<file path="src/uart_pins_pkg.sv">
// Contract
// - Serial output idles high, reset, disabled
// - Loopback keeps pin high, feeds receiver internally
// - Loopback receiver ignores the external pin
// - Receive ready low with characters waiting (mode 0) or at trigger level (mode 1)
// - Receive ready high if empty or untriggered
// - Transmit ready low while space is free (mode 1) or when empty (mode 0)
// - Each channel has own pins and status
// - Oscillator input takes crystal or clock
package uart_pins_pkg;
  localparam int          FIFO_DEPTH  = 128;
  localparam int          CNT_W       = 8;
  localparam logic [7:0]  CNT_EMPTY   = 8'h00;
  localparam logic [7:0]  CNT_ONE     = 8'h01;
  localparam logic [7:0]  CNT_FULL    = 8'h80;
  localparam logic        LINE_IDLE   = 1'b1;
  localparam logic        REQ_OFF     = 1'b1;
  localparam logic        REQ_ON      = 1'b0;
  localparam logic        DMA_MODE0   = 1'b0;
  localparam logic        DMA_MODE1   = 1'b1;
  localparam logic [1:0]  SYNC_RESET  = 2'h3;
  localparam logic        OSC_RESET   = 1'b0;
endpackage

</file>
<file path="src/uart_serial_pins_dma_ready.sv">
`timescale 1ns/1ps
module uart_pins_chan (
  input  wire logic       CLK,          // System clock
  input  wire logic       RST,          // Async reset, active high
  input  wire logic       serial_in_i,  // Receive pin, asynchronous
  input  wire logic       tx_bit_i,     // Transmit bit stream
  input  wire logic       tx_active_i,  // Transmitter is sending
  input  wire logic       tx_en_i,      // Transmitter enabled
  input  wire logic       loop_i,       // Local loopback
  input  wire logic       dma_mode_i,   // 0 single, 1 block
  input  wire logic [7:0] rx_cnt_i,     // Receive characters held
  input  wire logic [7:0] rx_trig_i,    // Receive trigger level
  input  wire logic [7:0] tx_cnt_i,     // Transmit characters held
  output logic            serial_out_q, // Transmit pin
  output logic            rx_bit_q,     // Bit into receiver
  output logic            rx_req_n_q,   // Receive ready, low active
  output logic            tx_req_n_q    // Transmit ready, low active
);
  logic [1:0] sync_q;
  logic [1:0] sync_d;
  logic       serial_out_d;
  logic       rx_bit_d;
  logic       rx_req_n_d;
  logic       tx_req_n_d;
  logic       tx_line;
  logic [7:0] rx_level;

  always_comb
  begin
    sync_d       = {sync_q[0], serial_in_i};
    tx_line      = (tx_en_i && tx_active_i) ? tx_bit_i : uart_pins_pkg::LINE_IDLE;
    // Loopback still shifts the pin synchroniser so leaving loopback sees a settled level
    serial_out_d = loop_i ? uart_pins_pkg::LINE_IDLE : tx_line;
    rx_bit_d     = loop_i ? tx_line : sync_q[1];
    // A zero trigger would fire on an empty buffer, so the level floors at one
    rx_level     = (rx_trig_i == uart_pins_pkg::CNT_EMPTY) ? uart_pins_pkg::CNT_ONE : rx_trig_i;
    rx_req_n_d   = uart_pins_pkg::REQ_OFF;
    tx_req_n_d   = uart_pins_pkg::REQ_OFF;
    case (dma_mode_i)
      uart_pins_pkg::DMA_MODE0:
      begin
        if (rx_cnt_i != uart_pins_pkg::CNT_EMPTY)
          rx_req_n_d = uart_pins_pkg::REQ_ON;
        if (tx_cnt_i == uart_pins_pkg::CNT_EMPTY)
          tx_req_n_d = uart_pins_pkg::REQ_ON;
      end
      uart_pins_pkg::DMA_MODE1:
      begin
        if (rx_cnt_i >= rx_level)
          rx_req_n_d = uart_pins_pkg::REQ_ON;
        if (tx_cnt_i < uart_pins_pkg::CNT_FULL)
          tx_req_n_d = uart_pins_pkg::REQ_ON;
      end
      default:
      begin
        rx_req_n_d = uart_pins_pkg::REQ_OFF;
        tx_req_n_d = uart_pins_pkg::REQ_OFF;
      end
    endcase
  end

  always_ff @(posedge CLK or posedge RST)
  begin
    if (RST)
    begin
      sync_q       <= uart_pins_pkg::SYNC_RESET;
      serial_out_q <= uart_pins_pkg::LINE_IDLE;
      rx_bit_q     <= uart_pins_pkg::LINE_IDLE;
      rx_req_n_q   <= uart_pins_pkg::REQ_OFF;
      tx_req_n_q   <= uart_pins_pkg::REQ_OFF;
    end
    else
    begin
      sync_q       <= sync_d;
      serial_out_q <= serial_out_d;
      rx_bit_q     <= rx_bit_d;
      rx_req_n_q   <= rx_req_n_d;
      tx_req_n_q   <= tx_req_n_d;
    end
  end

  property p_idle_high;
    @(posedge CLK) disable iff (RST) (!tx_en_i || !tx_active_i) |=> serial_out_q;
  endproperty
  a_idle_high: assert property (p_idle_high) else $error("serial out not idle high");

  property p_send;
    @(posedge CLK) disable iff (RST)
      (tx_en_i && tx_active_i && !loop_i) |=> serial_out_q == $past(tx_bit_i);
  endproperty
  a_send: assert property (p_send) else $error("serial out not following tx bit");

  property p_loop_pin;
    @(posedge CLK) disable iff (RST) loop_i [*2] |=> serial_out_q [*1];
  endproperty
  a_loop_pin: assert property (p_loop_pin) else $error("pin driven in loopback");

  property p_loop_rx;
    @(posedge CLK) disable iff (RST)
      loop_i |=> rx_bit_q == $past((tx_en_i && tx_active_i) ? tx_bit_i : 1'b1);
  endproperty
  a_loop_rx: assert property (p_loop_rx) else $error("loopback rx not from tx");

  property p_pin_rx;
    @(posedge CLK) disable iff (RST)
      !loop_i ##1 !loop_i ##1 !loop_i |=> rx_bit_q == $past(serial_in_i, 3);
  endproperty
  a_pin_rx: assert property (p_pin_rx) else $error("rx bit not pin after sync");

  property p_rx0;
    @(posedge CLK) disable iff (RST)
      (dma_mode_i == uart_pins_pkg::DMA_MODE0) |=> rx_req_n_q == ($past(rx_cnt_i) == 8'h00);
  endproperty
  a_rx0: assert property (p_rx0) else $error("mode 0 rx ready wrong");

  property p_rx1;
    @(posedge CLK) disable iff (RST)
      (dma_mode_i == uart_pins_pkg::DMA_MODE1 && (rx_cnt_i < rx_trig_i || rx_cnt_i == 8'h00))
      |=> rx_req_n_q;
  endproperty
  a_rx1: assert property (p_rx1) else $error("rx ready low below trigger");

  property p_tx1_free;
    @(posedge CLK) disable iff (RST)
      (dma_mode_i == uart_pins_pkg::DMA_MODE1 && tx_cnt_i < 8'h80) |=> !tx_req_n_q;
  endproperty
  a_tx1_free: assert property (p_tx1_free) else $error("tx ready high with space");

  property p_tx1_full;
    @(posedge CLK) disable iff (RST)
      (dma_mode_i == uart_pins_pkg::DMA_MODE1 && tx_cnt_i >= 8'h80) |=> tx_req_n_q;
  endproperty
  a_tx1_full: assert property (p_tx1_full) else $error("tx ready low when full");

  property p_tx0;
    @(posedge CLK) disable iff (RST)
      (dma_mode_i == uart_pins_pkg::DMA_MODE0) |=> tx_req_n_q == ($past(tx_cnt_i) != 8'h00);
  endproperty
  a_tx0: assert property (p_tx0) else $error("mode 0 tx ready wrong");

  c_loop: cover property (@(posedge CLK) disable iff (RST) loop_i && tx_active_i && !tx_bit_i);
  c_rx_trig: cover property (@(posedge CLK) disable iff (RST) $fell(rx_req_n_q) && dma_mode_i);
  c_tx_full: cover property (@(posedge CLK) disable iff (RST) $rose(tx_req_n_q) && dma_mode_i);
  c_mode0: cover property (@(posedge CLK) disable iff (RST) !dma_mode_i && $fell(tx_req_n_q));
endmodule // uart_pins_chan

module uart_serial_pins_dma_ready (
  input  wire logic       CLK,                  // 10 MHz system clock
  input  wire logic       RST,                  // Async reset, active high
  input  wire logic       OSC_IN,               // Crystal or external clock pin
  input  wire logic       OSC_EXT,              // 1: external clock on OSC_IN
  output logic            OSC_OUT,              // Oscillator drive (inverted input), held low with external clock
  output logic            OSC_TICK,             // Pulse on each reference rising edge
  input  wire logic [1:0] SERIAL_IN,            // Receive pins, [0]=A [1]=B
  input  wire logic [1:0] TX_BIT,               // Transmit bit streams
  input  wire logic [1:0] TX_ACTIVE,            // Transmitters sending
  input  wire logic [1:0] TX_EN,                // Transmitters enabled
  input  wire logic [1:0] LOOPBACK,             // Local loopback per channel
  input  wire logic [1:0] DMA_MODE,             // DMA mode per channel
  input  wire logic [7:0] RX_CNT_A,             // Receive fill, channel A
  input  wire logic [7:0] RX_CNT_B,             // Receive fill, channel B
  input  wire logic [7:0] RX_TRIG_A,            // Receive trigger, channel A
  input  wire logic [7:0] RX_TRIG_B,            // Receive trigger, channel B
  input  wire logic [7:0] TX_CNT_A,             // Transmit fill, channel A
  input  wire logic [7:0] TX_CNT_B,             // Transmit fill, channel B
  output logic            SERIAL_OUT_CHAN_A,    // Transmit pin A
  output logic            SERIAL_OUT_CHAN_B,    // Transmit pin B
  output logic [1:0]      RX_BIT,               // Bits into receivers
  output logic            RX_DMA_REQ_N_CHAN_A,  // Receive ready A
  output logic            RX_DMA_REQ_N_CHAN_B,  // Receive ready B
  output logic            TX_DMA_REQ_N_CHAN_A,  // Transmit ready A
  output logic            TX_DMA_REQ_N_CHAN_B   // Transmit ready B
);
  logic [1:0] osc_sync_q;
  logic [1:0] osc_sync_d;
  logic       osc_prev_q;
  logic       osc_prev_d;
  logic       osc_out_d;
  logic       osc_tick_d;

  // The pin is only sampled; edges faster than CLK/2 are lost, so the reference stays slow
  always_comb
  begin
    osc_sync_d = {osc_sync_q[0], OSC_IN};
    osc_prev_d = osc_sync_q[1];
    osc_out_d  = OSC_EXT ? uart_pins_pkg::OSC_RESET : !osc_sync_q[1];
    osc_tick_d = osc_sync_q[1] && !osc_prev_q;
  end

  always_ff @(posedge CLK or posedge RST)
  begin
    if (RST)
    begin
      osc_sync_q <= {uart_pins_pkg::OSC_RESET, uart_pins_pkg::OSC_RESET};
      osc_prev_q <= uart_pins_pkg::OSC_RESET;
      OSC_OUT    <= uart_pins_pkg::OSC_RESET;
      OSC_TICK   <= uart_pins_pkg::OSC_RESET;
    end
    else
    begin
      osc_sync_q <= osc_sync_d;
      osc_prev_q <= osc_prev_d;
      OSC_OUT    <= osc_out_d;
      OSC_TICK   <= osc_tick_d;
    end
  end

  // Channels share no state; each sees only its own counts
  uart_pins_chan chan_a (
    .CLK          (CLK),
    .RST          (RST),
    .serial_in_i  (SERIAL_IN[0]),
    .tx_bit_i     (TX_BIT[0]),
    .tx_active_i  (TX_ACTIVE[0]),
    .tx_en_i      (TX_EN[0]),
    .loop_i       (LOOPBACK[0]),
    .dma_mode_i   (DMA_MODE[0]),
    .rx_cnt_i     (RX_CNT_A),
    .rx_trig_i    (RX_TRIG_A),
    .tx_cnt_i     (TX_CNT_A),
    .serial_out_q (SERIAL_OUT_CHAN_A),
    .rx_bit_q     (RX_BIT[0]),
    .rx_req_n_q   (RX_DMA_REQ_N_CHAN_A),
    .tx_req_n_q   (TX_DMA_REQ_N_CHAN_A)
  );

  uart_pins_chan chan_b (
    .CLK          (CLK),
    .RST          (RST),
    .serial_in_i  (SERIAL_IN[1]),
    .tx_bit_i     (TX_BIT[1]),
    .tx_active_i  (TX_ACTIVE[1]),
    .tx_en_i      (TX_EN[1]),
    .loop_i       (LOOPBACK[1]),
    .dma_mode_i   (DMA_MODE[1]),
    .rx_cnt_i     (RX_CNT_B),
    .rx_trig_i    (RX_TRIG_B),
    .tx_cnt_i     (TX_CNT_B),
    .serial_out_q (SERIAL_OUT_CHAN_B),
    .rx_bit_q     (RX_BIT[1]),
    .rx_req_n_q   (RX_DMA_REQ_N_CHAN_B),
    .tx_req_n_q   (TX_DMA_REQ_N_CHAN_B)
  );
endmodule // uart_serial_pins_dma_ready

</file>
<file path="config.mk">
export PLATFORM = sky130hd
export DESIGN_NAME = uart_serial_pins_dma_ready
export DESIGN_NICKNAME = d
export VERILOG_FILES = /design/src/uart_pins_pkg.sv /design/src/uart_serial_pins_dma_ready.sv
export SDC_FILE = /design/constraint.sdc
export NUM_CORES = 1
export LEC_CHECK = 0
export BUFFER_PORTS_ARGS = -buffer_cell sky130_fd_sc_hd__buf_2
export CORE_MARGIN = 8
export CORE_UTILIZATION = 44
export CTS_CLUSTER_SIZE = 25
export DETAILED_ROUTE_END_ITERATION = 7
export PLACE_DENSITY = 0.95
export RECOVER_POWER = 50
export SYNTH_ARGS = -nofsm -noshare
export SYNTH_HDL_FRONTEND = slang
export SYNTH_SLANG_ARGS = --single-unit
</file>
<file path="constraint.sdc">
create_clock -name CLK -period 1.35 [get_ports CLK]
set_clock_uncertainty 0.1 [all_clocks]
set_input_delay 0.0675 -clock CLK [delete_from_list [all_inputs] [get_ports CLK]]
set_output_delay 0.0675 -clock CLK [all_outputs]
set_load 0.005 [all_outputs]
</file>
==> out/metrics.json <==
{
  "hold_violations": 0,
  "post_synth_instance_area_sq_mm": 0.00105,
  "min_path_type": "in2reg",
  "die_height_microns": 64.9,
  "final_util": 0.860,
  "critPathRequiredTime_ns": 1.45,
  "detailed_place_hpwl_microns": 2770,
  "synth_enable_flop_cells": 0,
  "detailroute.via_count": 1246,
  "setup.worst_path.start_class": "primary input",
  "global_route.overflow_total": 0,
  "rr_startpoint": "chan_a.sync_q[1]",
  "drc_errors": 0,
  "core_area_sq_mm": 0.00223,
  "power_density_mw_per_mm2": 637,
  "cts_made_buffers": 3,
  "synth.net_count": 184,
  "avgViaCountPerCell": 5.13,
  "antenna_found_initial": 0,
  "yosysMostFrequentCell": "sky130_fd_sc_hd__inv_1",
  "worst-slew-pin-transition_ns": 0.588,
  "worstSetupPathType": "in2reg",
  "synth.yosys.seq_area_share": 0.419,
  "postSynth.asyncResetShare": 1.00,
  "globalRouteTotalUtil": 0.186,
  "drive_above_1_share": 0.479,
  "status": "finished, violations left",
  "slew-limit-headroom": 0.607,
  "postSynthAreaPerCell_sq_um": 10.1,
  "detailedRoute.firstPassIterationCount": 4,
  "worst_path_arrival_time_ns": 1.46,
  "totalWireLength_microns": 4150,
  "max-cap-violations": 0,
  "post-synth-top-area-cell": "sky130_fd_sc_hd__dfstp_2",
  "maxSlewViolCount": 0,
  "cp-startpoint": "RX_CNT_B[4]",
  "first_global_vias": 1399,
  "hold_path.startpoint": "RX_CNT_B[5]",
  "yosys.cell_types.count": 23,
  "postRouteAntennaNets": 0,
  "setup_tns_ns": -0.00842,
  "final.hold.worst_slack_ns": 0.0339,
  "maxClockFrequency_mhz": 736,
  "fillCellCount": 126,
  "dieArea_sq_mm": 0.00421,
  "io_buffers": 73,
  "dpl-instance-area_sq_mm": 0.00145,
  "area.growth.synth_to_final_pct": 82.5,
  "antenna_cells": 0,
  "post-synth-top-area-fraction": 0.300,
  "gpl.final_weighted_congestion": 0.871,
  "design_area_sq_mm": 0.00192,
  "layout.nets": 296,
  "yosysWarningCount": 0,
  "placement_row_count": 17,
  "overall_power_mw": 1.22,
  "tritoncts_clock_tree": "built",
  "setup_slack_ns": -0.00842,
  "clockBufferDepth": 2,
  "p_leak_nw": 0.955,
  "synthTopCellsByArea": "sky130_fd_sc_hd__dfstp_2 (30%), sky130_fd_sc_hd__ha_1 (19%), sky130_fd_sc_hd__dfrtp_1 (12%), sky130_fd_sc_hd__inv_1 (6.8%), sky130_fd_sc_hd__o211ai_1 (4.3%)",
  "cts_num_sinks": 17,
  "vdd_drop_max_mv": 0.514,
  "die_width_microns": 64.9,
  "grt_pass1_wl_microns": 6330,
  "post_synth_most_frequent_cells": "sky130_fd_sc_hd__inv_1 (19), sky130_fd_sc_hd__ha_1 (16), sky130_fd_sc_hd__dfstp_2 (12)",
  "grt_max_degree": 18,
  "final_period_minus_worst_setup_slack_ns": 1.36,
  "clkSlewWorstSetupHoldPaths_ns": 0.09,
  "finalSetupViolCount": 1,
  "fin_crit_sh": 1.01,
  "start_util": 0.471,
  "boundaryPins": 74,
  "clk-insertion-delay-late_ns": 0.28,
  "cts.root.buffer_cell": "sky130_fd_sc_hd__clkbuf_4",
  "cts_htree_levels": 1,
  "syn_inst": 104,
  "violations": "setup timing",
  "postSynthRegisterBits": 17,
  "per_cell_routed_wire_length_microns": 17.1,
  "detailedRoute.firstIterationViolations": 48,
  "cp-end-kind": "flip-flop",
  "yosys_most_used_dff": "sky130_fd_sc_hd__dfstp_2",
  "critPathMaxFanout": 2
}
-- stage by stage --
stage,setup WS (ns),instances
after global routing,-0.124,243
after detailed placement,-0.153,205
after global placement,-0.142,205
final,-0.00842,243
after floorplan,0.0397,104
after CTS,0.0120,245
-- critical path, cell delays in order --
cell,delay (ns)
sky130_fd_sc_hd__dlygate4sd3_1,0.54
sky130_fd_sc_hd__buf_2,0.15
sky130_fd_sc_hd__ha_4,0.24
sky130_fd_sc_hd__o2111ai_1,0.20
sky130_fd_sc_hd__o211ai_1,0.14
sky130_fd_sc_hd__o211ai_1,0.11
-- final timing paths --
path / end / slack (ns) / cells past startpoint
worst max-delay path: chan_b.rx_req_n_q / -0.008 / 6
worst min register to register: osc_sync_q[1] / 0.26 / 0
max in group asynchronous: osc_prev_q / 0.46 / 3
worst max register to register: chan_a.rx_bit_q / 0.52 / 2
min in group asynchronous: OSC_OUT / 0.31 / 3
worst min-delay path: chan_b.rx_req_n_q / 0.03 / 4
-- timing repair --
item | CTS | global route
setup endpoints to repair | 0 | 2
resized for setup | 0 | 11
endpoints found under the hold margin | 17 | 0
hold buffers | 36 | 0
setup buffers | 0 | 0
-- cell families (layout without fill, tap and decap cells) --
family | Yosys count | after routing | share of synthesized area
DFF | 17 | 17 | 0.419
and+or+nand+nor | 28 | 28 | 0.164
AOI/OAI and AO/OA | 22 | 22 | 0.145
adders and majority gates | 16 | 16 | 0.190
buffers and inverters | 21 | 132 | 0.0820
-- routing by layer --
layer / global-route usage / vias to the layer above / routed length [microns]
met5: 0 / - / 0
met4: 0.0599 / 0 / 55
met3: 0.0533 / 6 / 315
met2: 0.379 / 71 / 2330
met1: 0.169 / 576 / 1450
li1: - / 593 / -
-- report_power, final --
part	leakage (nW)	internal, mW	switching, mW
Clock	0.0177	0.110	0.143
Sequential	0.187	0.556	0.00895
Combinational	0.750	0.228	0.178
Total	0.955	0.894	0.330
-- cell usage in the layout (no fill, tap or decap), drive strengths merged, types with 4 or more instances in the layout --
cell type / netlist / routed
nor2: 7 / 7
dfrtp: 5 / 5
ha: 16 / 16
nor4: 6 / 6
dfstp: 12 / 12
a21oi: 4 / 4
buf: 2 / 73
dlygate4sd3: 0 / 36
o21ai: 4 / 4
o211ai: 6 / 6
inv: 19 / 19
-- flip-flops by register name, indices dropped and copies added (netlist names) --
signal	flops
chan_a.sync_q	2
chan_b.sync_q	2
osc_sync_q	2
OSC_OUT	1
OSC_TICK	1
chan_a.rx_bit_q	1
chan_a.rx_req_n_q	1
chan_a.serial_out_q	1
chan_a.tx_req_n_q	1
chan_b.rx_bit_q	1
chan_b.rx_req_n_q	1
chan_b.serial_out_q	1
chan_b.tx_req_n_q	1
osc_prev_q	1
-- layout make-up --
class	count	area, sq um	area share
repair buffers	109	731	0.380
clock inverters	1	5.00	0.00261
inverters	19	71.3	0.0371
clock buffers	3	22.5	0.0117
multi-input cells	66	616	0.321
well taps	28	35.0	0.0182
flip-flops and latches	17	440	0.229
Note: power is estimated with default switching activity, not from simulation.
